===== config.mk =====
export PLATFORM = sky130hd
export DESIGN_NAME = sdcif_framer
export DESIGN_NICKNAME = d
export VERILOG_FILES = /design/src/sdcif_framer.v
export VERILOG_INCLUDE_DIRS = /design/src
export SDC_FILE = /design/constraint.sdc
export NUM_CORES = 1
export LEC_CHECK = 0
export BUFFER_PORTS_ARGS = -buffer_cell sky130_fd_sc_hd__buf_2
export CAP_MARGIN = 10
export CORE_MARGIN = 2
export CORE_UTILIZATION = 51
export CTS_BUF_LIST = sky130_fd_sc_hd__clkbuf_16
export CTS_CLUSTER_SIZE = 28
export DETAILED_ROUTE_END_ITERATION = 7
export PLACE_DENSITY_LB_ADDON = 0.15
export REMOVE_ABC_BUFFERS = 1
export SYNTH_ARGS = -nofsm -noshare
export SYNTH_HDL_FRONTEND = slang
export SYNTH_SLANG_ARGS = --single-unit

===== constraint.sdc =====
create_clock -name clk -period 2.6 [get_ports clk]
set_input_delay 0.13 -clock clk [delete_from_list [all_inputs] [get_ports clk]]
set_output_delay 0.13 -clock clk [all_outputs]
set_load 0.01 [all_outputs]

===== src/sdcif_defs.vh =====
// constants for the diagnostic channel and interrupt framer
`ifndef SDCIF_DEFS_VH
`define SDCIF_DEFS_VH
// ----------------------------------------------------------------
// channel entry
// ----------------------------------------------------------------
`define SDCIF_CHAN_CODE      2'h2
`define SDCIF_CHAN_BYTES     8'h03
`define SDCIF_DIAG_MAX       8'h7F
`define SDCIF_ERR_FIELD_W    5
// ----------------------------------------------------------------
// interrupt section
// ----------------------------------------------------------------
`define SDCIF_INT_LEN        6'h14
`define SDCIF_INT_CODE       2'h0
`define SDCIF_INT_TYPE_DIAG  7'h01
`define SDCIF_INT_BYTES      8'h0C
`define SDCIF_SEQ_MAX        5'h1F
`define SDCIF_ST_IN          2'h1
`define SDCIF_ST_OUT         2'h2
`define SDCIF_CLS_DIG        4'hF
`define SDCIF_CLS_ANA        4'h5
// ----------------------------------------------------------------
// register map
// ----------------------------------------------------------------
`define SDCIF_A_CTRL         4'h0
`define SDCIF_A_ENA          4'h1
`define SDCIF_A_BASE         4'h2
`define SDCIF_A_CHAN         4'h3
`define SDCIF_A_INT0         4'h4
`define SDCIF_A_INT1         4'h5
`define SDCIF_A_EVT          4'h6
`define SDCIF_A_START        4'h7
`define SDCIF_A_STAT         4'h8
`define SDCIF_A_SEQ          4'h9
`endif


===== src/sdcif_framer.v =====
// diagnostic channel entry and interrupt section framer
`timescale 1ns/1ps
// Overview of operation
// - channel entry byte 0: code 10 in bits 7..6, module id in 5..0
// - module id equals slot number minus one
// - byte 1: channel number in 5..0, direction 01/10/11 in 7..6
// - byte 2 bits 4..0 hold standard error code 00001..01001
// - maker error codes 10000, 10001, 10010 in same field
// - byte 2 bits 7..5 give channel type 001..110
// - each channel entry is exactly three bytes
// - entries limited so whole telegram stays within 127 bytes
// - entries only for modules with channel diagnostics enabled
// - one interrupt per telegram, section at most twelve bytes
// - enabled interrupt section always comes last
// - interrupt byte 0: length 010100 in 5..0, code 00 in 7..6
// - byte 1: type 0000001 in 6..0, bit 7 interrupt code bit
// - byte 2: slot number one to twenty as full byte
// - byte 3 bits 1..0: 01 arriving, 10 leaving, never 00 or 11
// - byte 3 bit 2 zero, sequence number 0..31 in bits 7..3
// - byte 4 bit 0 flags ack timeout fault, bits 7..1 reserved
// - byte 5: class 1111 digital, 0101 analog, upper bits reserved
// - byte 6: module kind 70h..73h
// - byte 7 channel count, then rack address high then low
// - byte 10 event bits for channels 7..0
// - byte 11 event bits for channels 15..8, ends section
`include "sdcif_defs.vh"
module sdcif_framer #(
  parameter NSLOT = 20
) (
  input  wire        clk,
  input  wire        nrst,
  input  wire [3:0]  addr,
  input  wire [31:0] wdata,
  input  wire        wr,
  input  wire        rd,
  output reg  [31:0] rdata,
  output wire        out_valid,
  input  wire        out_ready,
  output reg  [7:0]  out_data,
  output reg         out_last
);
  // ----------------------------------------------------------------
  // registers
  // ----------------------------------------------------------------
  reg        int_en;
  reg [6:0]  base_len;
  reg [19:0] chan_ena;
  reg [4:0]  c_slot;
  reg [5:0]  c_chan;
  reg [1:0]  c_dir;
  reg [4:0]  c_err;
  reg [2:0]  c_type;
  reg [4:0]  i_slot;
  reg        i_leave;
  reg        i_fault;
  reg        i_ana;
  reg [1:0]  i_kind;
  reg [7:0]  i_nch;
  reg [15:0] i_addr;
  reg [15:0] i_evt;
  reg        i_pend;
  reg [4:0]  seq;
  reg [6:0]  used;
  reg [7:0]  dropped;
  reg        busy;
  reg        is_int;
  reg [3:0]  idx;
  reg        sent_int;
  reg        valid;
  assign out_valid = valid;
  wire       slot_ok = (c_slot != 5'h00) && (c_slot <= NSLOT[4:0]);
  wire       chan_ok = slot_ok && chan_ena[c_slot - 5'h01];
  wire [7:0] int_room = int_en ? `SDCIF_INT_BYTES : 8'h00;
  // bytes already used by base parts and earlier entries, this entry and the reserved interrupt tail
  wire [7:0] fill = {1'b0, used} + `SDCIF_CHAN_BYTES + int_room;
  wire       fits = fill <= `SDCIF_DIAG_MAX;
  wire       fire = valid && out_ready;
  wire [4:0] id_num = c_slot - 5'h01;
  // the byte register is loaded for the index that stands after this edge,
  // so an accepted byte is never offered a second time
  wire [3:0] sel_idx = (fire && !out_last) ? idx + 4'h1 : idx;
  reg  [7:0] next_byte;
  always @* begin
    next_byte = 8'h00;
    if (!is_int) begin
      case (sel_idx)
        4'h0: next_byte = {`SDCIF_CHAN_CODE, 1'b0, id_num};
        4'h1: next_byte = {c_dir, c_chan};
        4'h2: next_byte = {c_type, c_err};
        default: next_byte = 8'h00;
      endcase
    end else begin
      case (sel_idx)
        4'h0: next_byte = {`SDCIF_INT_CODE, `SDCIF_INT_LEN};
        4'h1: next_byte = {1'b0, `SDCIF_INT_TYPE_DIAG};
        4'h2: next_byte = {3'h0, i_slot};
        4'h3: next_byte = {seq, 1'b0, i_leave ? `SDCIF_ST_OUT : `SDCIF_ST_IN};
        4'h4: next_byte = {7'h00, i_fault};
        4'h5: next_byte = {4'h0, i_ana ? `SDCIF_CLS_ANA : `SDCIF_CLS_DIG};
        4'h6: next_byte = {6'h1C, i_kind};
        4'h7: next_byte = i_nch;
        4'h8: next_byte = i_addr[15:8];
        4'h9: next_byte = i_addr[7:0];
        4'hA: next_byte = i_evt[7:0];
        4'hB: next_byte = i_evt[15:8];
        default: next_byte = 8'h00;
      endcase
    end
  end
  wire last_idx = is_int ? (sel_idx == 4'hB) : (sel_idx == 4'h2);
  // ----------------------------------------------------------------
  // register port and framing
  // ----------------------------------------------------------------
  always @(posedge clk) begin
    if (!nrst) begin
      int_en   <= 1'b0;
      base_len <= 7'h00;
      chan_ena <= 20'h00000;
      c_slot   <= 5'h00;
      c_chan   <= 6'h00;
      c_dir    <= 2'h0;
      c_err    <= 5'h00;
      c_type   <= 3'h0;
      i_slot   <= 5'h00;
      i_leave  <= 1'b0;
      i_fault  <= 1'b0;
      i_ana    <= 1'b0;
      i_kind   <= 2'h0;
      i_nch    <= 8'h00;
      i_addr   <= 16'h0000;
      i_evt    <= 16'h0000;
      i_pend   <= 1'b0;
      seq      <= 5'h00;
      used     <= 7'h00;
      dropped  <= 8'h00;
      busy     <= 1'b0;
      is_int   <= 1'b0;
      idx      <= 4'h0;
      sent_int <= 1'b0;
      valid    <= 1'b0;
      out_data <= 8'h00;
      out_last <= 1'b0;
      rdata    <= 32'h00000000;
    end else begin
      rdata <= 32'h00000000;
      if (rd) begin
        case (addr)
          `SDCIF_A_CTRL: rdata <= {31'h0, int_en};
          `SDCIF_A_ENA:  rdata <= {12'h0, chan_ena};
          `SDCIF_A_BASE: rdata <= {25'h0, base_len};
          `SDCIF_A_STAT: rdata <= {14'h0, dropped, used, sent_int, i_pend, busy};
          `SDCIF_A_SEQ:  rdata <= {27'h0, seq + 5'h01};
          default:       rdata <= 32'h00000000;
        endcase
      end
      if (wr) begin
        case (addr)
          `SDCIF_A_CTRL: int_en <= wdata[0];
          `SDCIF_A_ENA:  chan_ena <= wdata[19:0];
          `SDCIF_A_BASE: if (!busy) begin
            base_len <= wdata[6:0];
            used <= wdata[6:0];
            sent_int <= 1'b0;
          end
          `SDCIF_A_CHAN: begin
            c_slot <= wdata[4:0];
            c_chan <= wdata[13:8];
            c_dir  <= wdata[15:14];
            c_err  <= wdata[20:16];
            c_type <= wdata[23:21];
          end
          `SDCIF_A_INT0: begin
            i_slot  <= wdata[4:0];
            i_leave <= wdata[8];
            i_fault <= wdata[9];
            i_ana   <= wdata[10];
            i_kind  <= wdata[13:12];
            i_nch   <= wdata[23:16];
            i_pend  <= 1'b1;
          end
          `SDCIF_A_INT1: begin
            i_addr <= wdata[31:16];
            i_evt <= wdata[15:0];
          end
          `SDCIF_A_START: if (!busy) begin
            if (wdata[0]) begin
              // channel entry: skipped and counted in dropped if disabled, out of room or after the interrupt section was sent
              if (chan_ok && fits && !sent_int) begin
                // valid follows one cycle later, once the first byte is loaded
                busy   <= 1'b1;
                is_int <= 1'b0;
                idx    <= 4'h0;
                used   <= used + 7'h03;
              end else begin
                dropped <= dropped + 8'h01;
              end
            end else if (wdata[1] && int_en && i_pend && !sent_int) begin
              busy     <= 1'b1;
              is_int   <= 1'b1;
              idx      <= 4'h0;
              sent_int <= 1'b1;
              seq <= (seq == `SDCIF_SEQ_MAX) ? 5'h00 : seq + 5'h01;
            end
          end
          default: ;
        endcase
      end
      if (busy) begin
        // seq has already advanced at start, so it is the number being sent
        out_data <= next_byte;
        out_last <= last_idx;
        if (!valid) valid <= 1'b1;
        if (fire) begin
          if (out_last) begin
            busy <= 1'b0;
            valid <= 1'b0;
            if (is_int) i_pend <= 1'b0;
          end else begin
            idx <= idx + 4'h1;
          end
        end
      end
    end
  end
endmodule


### Yosys cells after proc, flatten, opt, wreduce, memory -nomap -nowiden

Cells that the tools add are included.

* register bits: 169
* word-level logic and storage cells: 146
* output and inout port bits: 42
* input port bits: 41

* reduce and logical (&&, ||, !) cells: 28
* multiplexer cells: 50
* add/sub/neg operators: 7
* equality and inequality tests: 27
* bitwise operators: 3
* magnitude comparators: 3

Operator list (count)
* case mux 20 bit (5 select lines): 1
* case mux 8 bit (12 select lines): 1
* 2-to-1 mux 4 bit: 12
* equality test 4 x 3 -> 1 bit (second input constant): 7
* 2-to-1 mux 7 bit: 4
* 2-to-1 mux 1 bit: 25
* equality test 4 bit (second input constant): 6
* case mux 8 bit (3 select lines): 1
* equality test 4 x 2 -> 1 bit (second input constant): 4
* AND reduction 5 bit: 3
* case mux 7 bit (2 select lines): 1
* != test 2 bit (second input constant): 6
* AND reduction 2 bit: 6
* AND reduction 6 bit: 2
* logical AND 1 bit: 9
* adder 7 x 2 -> 8 bit (second input constant): 1
* adder 8 x 1 -> 8 bit (second input constant): 1
* adder 8 x 4 -> 8 bit: 1
* equality test 4 x 1 -> 1 bit (second input constant): 2
* <= comparator 8 x 7 -> 1 bit (second input constant): 1
* logical NOT 4 bit: 2
* 2-to-1 mux 8 bit: 1
* adder 7 x 2 -> 7 bit (second input constant): 1
* < comparator 5 x 6 -> 1 bit (second input constant): 1
* 15 further kinds: 19

### Logic depth before layout (Yosys ltp)

* word-level depth: 14
* depth in mapped cells: 10
* mapped depth without buffers: 8

### Least setup slack after synthesis

No wires, ideal clock.

* path type: reg-to-reg
* from: register c_slot[0]
* to: register dropped[4]
* setup slack: -0.173 ns
* required time: 2.530 ns
* clock period less this slack: 2.773 ns
* library setup time: 0.070 ns
* stages on the path, launching flop included: 10
* path buffers: 2
* arrival time: 2.702 ns
* cells stage by stage: dfxtp_1 -> buf_6 -> inv_1 -> ha_1 -> mux4_2 -> mux4_2 -> o211a_1 -> buf_2 -> or4_1 -> a21oi_1

* cells in the longest elaborated chain, start to end: 8
* elaborated cells on any way between the ends: 11
* classes of those cells: add/sub: 1; order compare: 1; mux: 2; bitwise: 1; reduce/logical: 6

RTL lines
* start, declared: line sdcif_framer.v:48 `reg [4:0] c_slot;`
* start signal, assigned: line sdcif_framer.v:166 `c_slot <= wdata[4:0];`
* subtractor 5 x 1 -> 5 bit: line sdcif_framer.v:72 `wire chan_ok = slot_ok && chan_ena[c_slot - 5'h01];`
* binary-select mux 1 bit (select 5 bit): line sdcif_framer.v:72
* 2-to-1 mux 1 bit (implied by the code): line sdcif_framer.v:72
* logical AND 1 bit (*): line sdcif_framer.v:72
* logical AND 1 bit (*) (2 in series): line sdcif_framer.v:188 `if (chan_ok && fits && !sent_int) begin`
* NOT 1 bit (no line) (*)
* AND reduction 5 bit (no line) (*)
* end signal, assigned: line sdcif_framer.v:195 `dropped <= dropped + 8'h01;`
* end, declared: line sdcif_framer.v:64 `reg [7:0] dropped;`

Mark *: on every way between the ends. The rest lies on a longest branch, timed or not. The select of a mux whose other input is x is not followed.
A chain may end at the register's enable or synchronous reset.

### Worst setup path after layout

* from: register c_slot[0]
* to: register dropped[6]

The elaborated chain is that of the path after synthesis.

==> impl_results.md <==
- Die Y: 126 microns
- Die Wd: 126 microns
- FF+latch count, synth: 157
- Nets@finish: 1146
- Highest Signal Layer: met4
- Top cell type's share of synthesized area: 0.414
- GRT Total Usage: 0.306
- Ys Warns: 0
- Area growth, synth to finish: 21.4%
- CP max-delay cell: mux4_2
- Share of cells above drive strength 1: 0.167
- Setup Skew: between 0.006 and 0.007 ns
- TritonCTS clock tree: yes
- Synth cell types: 66
- Cells along the critical path: inv_1 -> ha_4 -> mux4_2 -> mux4_2 -> o211a_4 -> or4_1 -> a21oi_1
- RSZ-0062 raised after global routing: false
- Post-DRT Antenna Nets: 0
- Final critical-path share of the clock period: 0.982
- Leakage power: 3.38 nW
- Reg clk slew, reported paths: approximately 0.060 ns
- Post-Route WL: 24.5 mm
- Clk_lat worst skew: 0.43 ns
- Synth cell count leaders: 243 x nand2_1, 157 x dfxtp_1, 132 x a21oi_1, 62 x clkbuf_1, 50 x nor2_1
- DRT Pass-1 Iters: 6
- Top area cells in the synthesized netlist: dfxtp_1 41%, nand2_1 12%, a21oi_1 8.7%, clkbuf_1 3.1%, a22oi_1 2.5%
- Via density: 6.06
- Cell Area, Synth: ~7600 sq um
- Initial antenna violation count: 0
- Worst Setup Path Type: flop to flop
- Final Max Slew Viols: 0
- Starting Density: 0.522
- Outcome: completed
- Slowest cell delay on critical path: a little over 0.5 ns
- ANT cells: 0
- Vias: roughly 8000
- Max Clk Rate: ~390 MHz
- CP Max Fanout: 7
- Post-synthesis cell count: between 900 and 1000
- Met2 wire length: approximately 11 mm
- Cell mode on critical path: mux4_2
- Max Cap Viol: 0
- Post-layout min period: 2.55 ns
- Relative slew margins: 0.483
- Area leader, netlist: dfxtp_1
- Count leader, synth: nand2_1
- Post-synth top flop: dfxtp_1
- Vias in the first global route: 6968
- CTS max path bufs: 2
- Async S/R FF share, synth: 0
- Routed metal-1 wirelength: about 11 mm
- Worst-Margin Slew: around 0.78 ns
- Final Wtd Congestion: between 0.9 and 1
- Port bufs: 70
- Min-Delay Path Class: input port to flop
- CTS sink count: ~160
- Post-synth EDFFs: 0
- Average size of a mapped cell: between 7 and 8 sq um
- Met3 routed WL: about 2.4 mm
- Worst Setup End Kind: flop
- CP startpoint kind: flop
- CORE AREA: between 10000 and 15000 sq um
- First-pass GRT wire length: ~38 mm
- Setup violations, final: 0
- DRC: 0
- Clock root cell: clkbuf_16
- Setup ws final: about 0.046 ns
- I/O pin count: 83
- Power per Cell Area: roughly 560 nW/um^2
- Die Area: about 16000 sq um
- Post-DP HPWL: between 15 and 20 mm
- Row count: 44
- Largest net degree at the start of global routing: 45
- Final Hold Viols: 0
- 1st-iter DRT viols: 870
- Max VDD drop: between 400 and 500 uV
- CTS H-tree depth: 4
- Avg WL per Cell: 19.0 microns
- Num CTS Buffers: 17
- Setup WS pre-CTS: -0.0583 ns
- Critical path required time: slightly below 3 ns
- GRT overflow: 0
- Seq/Total Area, Yosys: 0.414
- CP arrival: a little under 3 ns
- Worst Hold Slack: 0.0183 ns
## routing by layer
layer	vias up	global-route usage
met5	-	0
met4	0	0.0730
met3	29	0.0616
met2	396	0.468
met1	3699	0.446
li1	3691	-
## registers in the layout (all words and copies together) (netlist names), 7 cells and up
name and flops:
i_addr 16, base_len 7, chan_ena 20, i_nch 8
dropped 8, used 7, rdata 20, out_data 8
i_evt 16
## per-stage QoR
step,TNS (ns),utilization,std cells,power (W),instance area [sq um]
2_1_floorplan,-1.21,-,918,0.00260,7280
3_3_place_gp,-0.000922,0.576,1235,0.00275,8370
3_5_place_dp,-0.175,0.576,1235,0.00275,8370
4_1_cts,0,0.631,1287,0.00516,9170
5_1_grt,0,0.634,1290,0.00528,9210
6_report,0,0.634,1290,0.00516,9210
## worst max-delay path: cells and delay by family, from the launching register on
kind	cells	cell delay [ns]
AOI/OAI and AO/OA	2	0.45
DFF	1	0.33
and+or+nand+nor	1	0.50
buffers and inverters	1	0.08
adders and majority gates	1	0.31
muxes	2	0.80
## logic make-up after synthesis
family | synth area share
AND/OR/NAND/NOR | 0.235
AO/OA/AOI/OAI | 0.228
flip-flops | 0.414
buffers and inverters | 0.0615
multiplexers | 0.0366
adder cells (fa/ha/maj) | 0.0148
XOR/XNOR | 0.00924
other | 0.000494
## layout make-up
type,count,area (sq um)
inverters,32,121
well taps,184,230
clock buffers,17,425
flip-flops and latches,157,3150
multi-input cells,729,4060
fillers,1338,5320
repair buffers,159,1090
clock inverters,12,131
## where the power goes
part / leakage, nW / switching, W / internal [W]
clock: 0.275 / 0.000953 / 0.00147
sequential: 1.27 / 0.0000172 / 0.00243
combinational: 1.84 / 0.000186 / 0.000103
## final timing paths
| path | start | endpoint | slack, ns | cells past startpoint |
|---|---|---|---|---|
| max | c_slot[0] | dropped[6] | 0.05 | 7 |
| min | wdata[8] | i_evt[8] | 0.02 | 3 |
| max reg2reg | c_slot[0] | dropped[6] | 0.05 | 7 |
| min reg2reg | c_err[2] | c_err[2] | 0.45 | 2 |
## cells in the final DEF, fill, tap and decap left out, types with 13 or more instances in the layout
master,n
nor2_1,48
a21oi_1,132
nand3_1,23
buf_4,64
o31ai_1,13
nand2_1,243
dfxtp_1,155
clkbuf_16,17
o21ai_1,13
inv_1,30
buf_2,70
dlygate4sd3_1,23
nor3_1,15
o21ai_0,14
a22oi_1,25
## timing repair
item	in CTS	in global routing
endpoints found under the hold margin	54	0
setup endpoints to repair	4	12
buffers inserted	0	3
hold buffers	23	0
gates resized for setup	3	7
pin swaps	0	5
Note: power is estimated with default switching activity, not from simulation.
